### src/inc/omd_regs.svh
`ifndef OMD_REGS_SVH
`define OMD_REGS_SVH

// internal code/data ram, 16 KB from zero
`define OMD_INT_RAM_LAST 16'h3FFF
// scratch data ram, 0.5 KB
`define OMD_SCRATCH_BASE 16'hE000
`define OMD_SCRATCH_LAST 16'hE1FF
// start of the block where external data strobes stay quiet
`define OMD_QUIET_BASE 16'hE200
`define OMD_WAVE_BASE 16'hE400
`define OMD_WAVE_LAST 16'hE47F
`define OMD_REGS_BASE 16'hE500
`define OMD_REGS_LAST 16'hE6FF
`define OMD_SETUP_BASE 16'hE6B8
`define OMD_SETUP_LAST 16'hE6BF
`define OMD_EP0_BASE 16'hE740
`define OMD_ENDPOINT_ONE_OUT_BUFFER_BASE 16'hE780
`define OMD_ENDPOINT_ONE_IN_BUFFER_BASE 16'hE7C0
`define OMD_ENDPOINT_ONE_IN_BUFFER_LAST 16'hE7FF
`define OMD_EPBIG_BASE 16'hF000
// large buffer geometry
`define OMD_EPBIG_SHIFT 9
`define OMD_FS_PKT_LAST 9'h03F
`define OMD_NUM_CFGS 4'hC

`endif

### src/inc/omd_pkg.sv
package omd_pkg;

  typedef enum logic [3:0] {
    RG_INT_RAM,
    RG_SCRATCH,
    RG_WAVE,
    RG_REGS,
    RG_SETUP,
    RG_EP0,
    RG_ENDPOINT_ONE_OUT_BUFFER,
    RG_ENDPOINT_ONE_IN_BUFFER,
    RG_EPBIG,
    RG_RESERVED,
    RG_EXTERNAL
  } omd_region_type;

  typedef struct packed {
    logic [15:0] addr;
    logic codeRd;
    logic dataRd;
    logic dataWr;
  } omd_cpu_req_type;

  typedef struct packed {
    omd_region_type region;
    logic intRamRd;
    logic intWr;
    logic reservedHit;
    logic [3:0] bigOwner;
    logic bigByteUsable;
  } omd_decode_type;

endpackage

### src/hdl/omd_memory_decoder.sv
// Contract
// - internal 16 KB ram answers data reads, and code reads with select low, strobes ORed
// - no usb control register decodes inside the 16 KB ram region
// - select low: 16 KB ram at zero is combined code and data memory
// - external data strobes stay inactive for any internally resident space
// - usb transfers, setup pointer, boot loader reach only 16 KB and scratch ram
// - select high: low 16 KB code fetched outside, internal ram data only
// - select high: every code fetch anywhere in the 64 KB space uses external code strobe
// - E200 to FFFF holds registers and buffers, external data strobes quiet
// - upper region laid out top down as large buffers, reserved, small buffers, registers, waveform, ram
// - 8-byte setup data buffer decodes at E6B8 through E6BF
// - three 64-byte small buffers plus eight 512-byte large buffers
// - fourth and eighth endpoints at most double, second and sixth up to quad
// - endpoint zero sole control, endpoint one bulk or interrupt, never changed
// - large buffers take exactly one of twelve arrangements at a time
// - full speed uses first 64 bytes of each large buffer only
`timescale 1ns/10ps
`include "omd_regs.svh"

module omd_memory_decoder #(
  parameter int NUM_BIG_BUFS = 8
) (
  input wire logic clk,
  input wire logic rst,
  input wire omd_pkg::omd_cpu_req_type cpuReq,
  input wire logic codeSpaceSelect,
  input wire logic highSpeed,
  input wire logic [3:0] bufCfgIn,
  input wire logic bufCfgLoad,
  input wire logic [15:0] loaderAddr,
  input wire logic loaderReq,
  output logic codeReadStrobeN,
  output logic extDataRdN,
  output logic extDataWrN,
  output omd_pkg::omd_decode_type decodeOut,
  output logic [3:0] bufCfgCur,
  output logic loaderGrant,
  output logic loaderReject,
  output logic ep1BulkOrIntOnly
);

  if (NUM_BIG_BUFS != 8) begin
    $error("omd_memory_decoder serves exactly eight large buffers");
  end

  // arrangement table: large buffer counts for endpoints 2,4,6,8
  function automatic logic [11:0] cfg_counts(input logic [3:0] cfg);
    case (cfg)
      4'h0: cfg_counts = {3'h2, 3'h2, 3'h2, 3'h2};
      4'h1: cfg_counts = {3'h2, 3'h2, 3'h4, 3'h0};
      4'h2: cfg_counts = {3'h4, 3'h0, 3'h2, 3'h2};
      4'h3: cfg_counts = {3'h4, 3'h0, 3'h4, 3'h0};
      4'h4: cfg_counts = {3'h3, 3'h0, 3'h3, 3'h2};
      4'h5: cfg_counts = {3'h3, 3'h2, 3'h3, 3'h0};
      4'h6: cfg_counts = {3'h2, 3'h2, 3'h3, 3'h0};
      4'h7: cfg_counts = {3'h3, 3'h0, 3'h2, 3'h2};
      4'h8: cfg_counts = {3'h2, 3'h0, 3'h4, 3'h0};
      4'h9: cfg_counts = {3'h4, 3'h2, 3'h2, 3'h0};
      4'hA: cfg_counts = {3'h2, 3'h2, 3'h2, 3'h0};
      4'hB: cfg_counts = {3'h4, 3'h2, 3'h0, 3'h2};
      default: cfg_counts = 12'h000;
    endcase
  endfunction

  // owning endpoint of a large buffer, zero when unassigned
  function automatic logic [3:0] big_owner(input logic [3:0] cfg, input logic [2:0] idx);
    logic [11:0] c;
    logic [3:0] e2, e4, e6, e8;
    c = cfg_counts(cfg);
    e2 = {1'b0, c[11:9]};
    e4 = e2 + {1'b0, c[8:6]};
    e6 = e4 + {1'b0, c[5:3]};
    e8 = e6 + {1'b0, c[2:0]};
    if ({1'b0, idx} < e2) begin
      big_owner = 4'h2;
    end else if ({1'b0, idx} < e4) begin
      big_owner = 4'h4;
    end else if ({1'b0, idx} < e6) begin
      big_owner = 4'h6;
    end else if ({1'b0, idx} < e8) begin
      big_owner = 4'h8;
    end else begin
      big_owner = 4'h0;
    end
  endfunction

  // code space select pin synchroniser
  logic selMeta_q, selSync_q;
  always_ff @(posedge clk or posedge rst) begin
    if (rst) begin
      selMeta_q <= 1'b0;
      selSync_q <= 1'b0;
    end else begin
      selMeta_q <= codeSpaceSelect;
      selSync_q <= selMeta_q;
    end
  end

  // arrangement register
  logic [3:0] bufCfg_d, bufCfg_q;
  always_comb begin
    bufCfg_d = bufCfg_q;
    if (bufCfgLoad && bufCfgIn < `OMD_NUM_CFGS) begin
      bufCfg_d = bufCfgIn;
    end
  end

  // region decode
  omd_pkg::omd_region_type region;
  logic [15:0] a;
  logic inLowRam, quietData, intCode;
  always_comb begin
    a = cpuReq.addr;
    inLowRam = a <= `OMD_INT_RAM_LAST;
    if (inLowRam) begin
      region = omd_pkg::RG_INT_RAM;
    end else if (a < `OMD_SCRATCH_BASE) begin
      region = omd_pkg::RG_EXTERNAL;
    end else if (a <= `OMD_SCRATCH_LAST) begin
      region = omd_pkg::RG_SCRATCH;
    end else if (a >= `OMD_EPBIG_BASE) begin
      region = omd_pkg::RG_EPBIG;
    end else if (a >= `OMD_ENDPOINT_ONE_IN_BUFFER_BASE && a <= `OMD_ENDPOINT_ONE_IN_BUFFER_LAST) begin
      region = omd_pkg::RG_ENDPOINT_ONE_IN_BUFFER;
    end else if (a >= `OMD_ENDPOINT_ONE_OUT_BUFFER_BASE && a < `OMD_ENDPOINT_ONE_IN_BUFFER_BASE) begin
      region = omd_pkg::RG_ENDPOINT_ONE_OUT_BUFFER;
    end else if (a >= `OMD_EP0_BASE && a < `OMD_ENDPOINT_ONE_OUT_BUFFER_BASE) begin
      region = omd_pkg::RG_EP0;
    end else if (a >= `OMD_SETUP_BASE && a <= `OMD_SETUP_LAST) begin
      region = omd_pkg::RG_SETUP;
    end else if (a >= `OMD_REGS_BASE && a <= `OMD_REGS_LAST) begin
      region = omd_pkg::RG_REGS;
    end else if (a >= `OMD_WAVE_BASE && a <= `OMD_WAVE_LAST) begin
      region = omd_pkg::RG_WAVE;
    end else begin
      region = omd_pkg::RG_RESERVED;
    end
    quietData = inLowRam || a >= `OMD_SCRATCH_BASE;
    intCode = !selSync_q && inLowRam;
  end

  // next outputs, all decode is same-cycle, then registered together
  logic codeRdN_d, codeRdN_q, dataRdN_d, dataRdN_q, dataWrN_d, dataWrN_q;
  logic grant_d, grant_q, reject_d, reject_q;
  logic ep1Fixed_d, ep1Fixed_q;
  omd_pkg::omd_decode_type dec_d, dec_q;
  logic [8:0] bigOff;
  always_comb begin
    bigOff = a[8:0];
    dec_d.region = region;
    dec_d.intRamRd = inLowRam && (cpuReq.dataRd || (cpuReq.codeRd && intCode));
    dec_d.intWr = cpuReq.dataWr && quietData && region != omd_pkg::RG_RESERVED;
    dec_d.reservedHit = region == omd_pkg::RG_RESERVED && (cpuReq.dataRd || cpuReq.dataWr);
    dec_d.bigOwner = 4'h0;
    dec_d.bigByteUsable = 1'b0;
    if (region == omd_pkg::RG_EPBIG) begin
      dec_d.bigOwner = big_owner(bufCfg_q, a[11:`OMD_EPBIG_SHIFT]);
      dec_d.bigByteUsable = dec_d.bigOwner != 4'h0 && (highSpeed || bigOff <= `OMD_FS_PKT_LAST);
    end
    codeRdN_d = !(cpuReq.codeRd && !intCode);
    dataRdN_d = !(cpuReq.dataRd && !quietData);
    dataWrN_d = !(cpuReq.dataWr && !quietData);
    grant_d = loaderReq && (loaderAddr <= `OMD_INT_RAM_LAST ||
      (loaderAddr >= `OMD_SCRATCH_BASE && loaderAddr <= `OMD_SCRATCH_LAST));
    reject_d = loaderReq && !grant_d;
    ep1Fixed_d = 1'b1;
  end

  always_ff @(posedge clk or posedge rst) begin
    if (rst) begin
      bufCfg_q <= 4'h0;
      codeRdN_q <= 1'b1;
      dataRdN_q <= 1'b1;
      dataWrN_q <= 1'b1;
      grant_q <= 1'b0;
      reject_q <= 1'b0;
      ep1Fixed_q <= 1'b1;
      dec_q <= '{omd_pkg::RG_INT_RAM, 1'b0, 1'b0, 1'b0, 4'h0, 1'b0};
    end else begin
      bufCfg_q <= bufCfg_d;
      codeRdN_q <= codeRdN_d;
      dataRdN_q <= dataRdN_d;
      dataWrN_q <= dataWrN_d;
      grant_q <= grant_d;
      reject_q <= reject_d;
      ep1Fixed_q <= ep1Fixed_d;
      dec_q <= dec_d;
    end
  end

  assign codeReadStrobeN = codeRdN_q;
  assign extDataRdN = dataRdN_q;
  assign extDataWrN = dataWrN_q;
  assign decodeOut = dec_q;
  assign bufCfgCur = bufCfg_q;
  assign loaderGrant = grant_q;
  assign loaderReject = reject_q;
  assign ep1BulkOrIntOnly = ep1Fixed_q;
endmodule

### config.mk
export PLATFORM = sky130hd
export DESIGN_NAME = omd_memory_decoder
export DESIGN_NICKNAME = d
export VERILOG_FILES = /design/src/inc/omd_pkg.sv /design/src/hdl/omd_memory_decoder.sv
export VERILOG_INCLUDE_DIRS = /design/src /design/src/inc
export SDC_FILE = /design/constraint.sdc
export NUM_CORES = 1
export LEC_CHECK = 0
export ABC_AREA = 1
export BUFFER_PORTS_ARGS = -buffer_cell sky130_fd_sc_hd__buf_2
export CORE_ASPECT_RATIO = 0.6
export CORE_MARGIN = 2
export CORE_UTILIZATION = 44
export CTS_CLUSTER_SIZE = 8
export DETAILED_ROUTE_END_ITERATION = 10
export GPL_ROUTABILITY_DRIVEN = 0
export PLACE_DENSITY = 0.82
export SLEW_MARGIN = 30
export SYNTH_ARGS = -nofsm -noshare
export SYNTH_HDL_FRONTEND = slang
export SYNTH_SLANG_ARGS = --single-unit
### constraint.sdc
create_clock -name clk -period 2.8 [get_ports clk]
set_clock_uncertainty 0.1 [all_clocks]
set_input_delay 0.56 -clock clk [delete_from_list [all_inputs] [get_ports clk]]
set_output_delay 0.56 -clock clk [all_outputs]
set_load 0.02 [all_outputs]
==> impl_metrics.json <==
{
  "status": "finished, violations left",
  "violations": "setup timing",
  "period_share": 1.09,
  "crit_chain": "inv_4 -> ha_4 -> nor2_4 -> o32ai_4 -> ha_4 -> fa_2 -> ha_4 -> ha_4 -> inv_2 -> ha_4 -> inv_2 -> nor2_2 -> o21bai_2 -> nor2_1 -> a21oi_1",
  "hold_depth": 0,
  "drc": 0,
  "critPathMaxFanout": 4,
  "synth_top_area_frac": 0.271,
  "core_area_mm2": 0.00374,
  "whs_endpoint": "selSync_q",
  "tightest_slew_ns": 0.782,
  "cts_tree": "built",
  "netlist_area_mm2": 0.00176,
  "hpwlAfterDp_um": 3500,
  "ios": 67,
  "r2r_end": "decodeOut[0]",
  "cts-root-buf": "clkbuf_8",
  "hold_viol": 0,
  "layout_min_cycle_time_ns": 3.06,
  "cts.sinks": 22,
  "ys_ff_latch": 22,
  "synth_area_per_cell_um2": 7.70,
  "critPathTopFamily": "adder cells",
  "worstPathRequired_ns": 2.85,
  "finalNonFillerCells": 349,
  "yosysSeqAreaShare": 0.316,
  "area_growth_pct": 40.8,
  "clk_path_buf_depth": 2,
  "via_count": 1697,
  "antenna_found_initial": 0,
  "crit_start": "bufCfgCur[0]",
  "port_buffers": 52,
  "first_global_vias": 1518,
  "drv_slew": 0,
  "slowest_delay_ns": 0.46,
  "worstSetupEndpointType": "register",
  "fin_util": 0.660,
  "vdd_drop_max_mv": 0.483,
  "max_slew_margin": 0.478,
  "max_freq_mhz": 327,
  "ant_nets": 0,
  "holdBufCountCts": 0,
  "crit_buf_inv": 3,
  "overflow": 0,
  "worst_slack_ns": -0.261,
  "die_h_um": 52.9,
  "wl_um": 4300,
  "yosys_warnings": 0,
  "r2r-start": "bufCfgCur[0]",
  "tns_ns": -0.622,
  "hold_class": "register to register",
  "cpMostUsedCell": "ha_4",
  "p_leak_nw": 1.33,
  "post-place-ws_ns": -0.348,
  "placed_cells": 339,
  "grt_max_degree": 23,
  "synth_nets": 294,
  "worstHoldStart": "selMeta_q",
  "powerDensity_mw_per_mm2": 596,
  "drive_gt1_frac": 0.477,
  "insertion_delay_ns": 0.26,
  "ys_top_cells_by_area": "dfrtp_1 27%, ha_1 14%, inv_1 8.6%",
  "dpl_cell_area_mm2": 0.00228,
  "ys_types": 37,
  "worstPathArrival_ns": 3.11,
  "r2r_slack_ns": -0.26,
  "vias_per_cell": 4.86,
  "syn_inst": 228,
  "drv_cap": 0,
  "chipWidth_um": 85.5,
  "setup_violations": 3,
  "rows": 17,
  "critPathLaunchType": "register",
  "yosys.area.top_type": "dfrtp_1",
  "grt_pass1_wl_um": 6960,
  "dr.pass1.iters": 4,
  "avgRoutedWirePerCell_um": 12.3,
  "cts_buffers": 3,
  "cts-htree-levels": 1,
  "num_antenna_cells": 0,
  "stdcell_area_mm2": 0.00247,
  "fill_cells": 334,
  "die-area_mm2": 0.00453,
  "rsz0062_at_grt": "true",
  "start_util": 0.469,
  "final_nets": 369,
  "setup.worst_path.class": "register to register",
  "grt.total_usage": 0.204,
  "drtIter0Drc": 94,
  "clk_pin_slew_ns": 0.08,
  "crit_slowest_cell": "fa_2",
  "r2r_cells": 15
}
[cells in the mapped netlist (all sizes together)]
library cell	n
buf	4
o32ai	1
conb	2
ha	20
o21ai	11
a21o	1
a32o	1
nand3	16
nor4b	1
dfrtp	19
fa	1
xnor2	1
dfstp	3
o211ai	1
o21bai	2
nand4	3
a22oi	1
inv	46
nand2	42
nor2	32
a21oi	13
clkinv	1
a21boi	1
or2	1
a31oi	1
nor3	3
[final cells by class]
cell class	count	area [µm²]	area share
Sequential cell	22	558	0.226
Clock buffer	4	55.1	0.0223
Tap cell	47	58.8	0.0238
Inverter	47	185	0.0749
Timing Repair Buffer	74	425	0.172
Multi-Input combinational cell	155	1190	0.481
[cell usage in the layout, fill, tap and decap left out, types with 6 or more instances in the layout]
master	netlist	final
nor2_2	5	7
buf_2	2	52
a21oi_1	11	7
nand3_1	12	12
ha_4	0	9
dfrtp_1	19	16
buf_4	2	22
o21ai_0	8	6
inv_1	40	34
nor2_1	24	21
nand2_1	36	36
ha_1	20	9
inv_2	5	9
[how the worst max path moves through the flow]
stage	endpoint	slack [ns]	cells past startpoint
after detailed placement	decodeOut[4]	-0.35	14
after CTS	decodeOut[0]	-0.27	15
after global placement	decodeOut[4]	-0.27	14
after floorplan	decodeOut[4]	-0.18	14
final	decodeOut[0]	-0.26	15
after global routing	decodeOut[0]	-0.36	15
[power breakdown]
part / switching (mW) / internal [mW]
Sequential: 0.0131 / 0.340
Clock: 0.101 / 0.125
Combinational: 0.464 / 0.431
Total: 0.578 / 0.897
[logic make-up after synthesis]
| group | synth area share |
|---|---|
| AND/OR/NAND/NOR | 0.285 |
| adder cells (fa/ha/maj) | 0.154 |
| flip-flops | 0.316 |
| buffers and inverters | 0.117 |
| AO/OA/AOI/OAI | 0.119 |
| XOR/XNOR | 0.00499 |
| other | 0.00428 |
[state kept, by name, indices dropped and copies added, names as in the netlist]
signal           flops
selSync_q            1
codeReadStrobeN      1
bufCfgCur            4
extDataWrN           1
loaderReject         1
decodeOut           11
extDataRdN           1
loaderGrant          1
selMeta_q            1
[routing by layer]
layer  wire length [µm]  up-vias  track usage
met4                 46        0       0.0635
li1                   -      866            -
met1               2090      766        0.291
met5                  0        -            0
met2               1910       61        0.324
met3                262        4       0.0250
[worst reg2reg max path: stages (launching register included)]
cell,delay (ns)
dfrtp_2,0.43
inv_4,0.09
ha_4,0.22
nor2_4,0.12
o32ai_4,0.10
ha_4,0.29
fa_2,0.46
ha_4,0.19
ha_4,0.25
inv_2,0.04
ha_4,0.25
inv_2,0.03
nor2_2,0.11
o21bai_2,0.10
nor2_1,0.09
a21oi_1,0.08
[per-stage QoR]
stage / hold WS [ns] / power, mW
finish: 0.269 / 1.47
detailed placement: 0.253 / 1.07
CTS: 0.272 / 1.36
global route: 0.273 / 1.60
floorplan: 0.231 / 0.840
global placement: 0.235 / 1.03
[repair_timing]
item / CTS / global route
setup endpoints to repair: 3 / 4
gates resized for setup: 8 / 12
setup buffers: 2 / 4
pin swaps: 11 / 18
No activity file was read; power rests on OpenSTA's default activity.
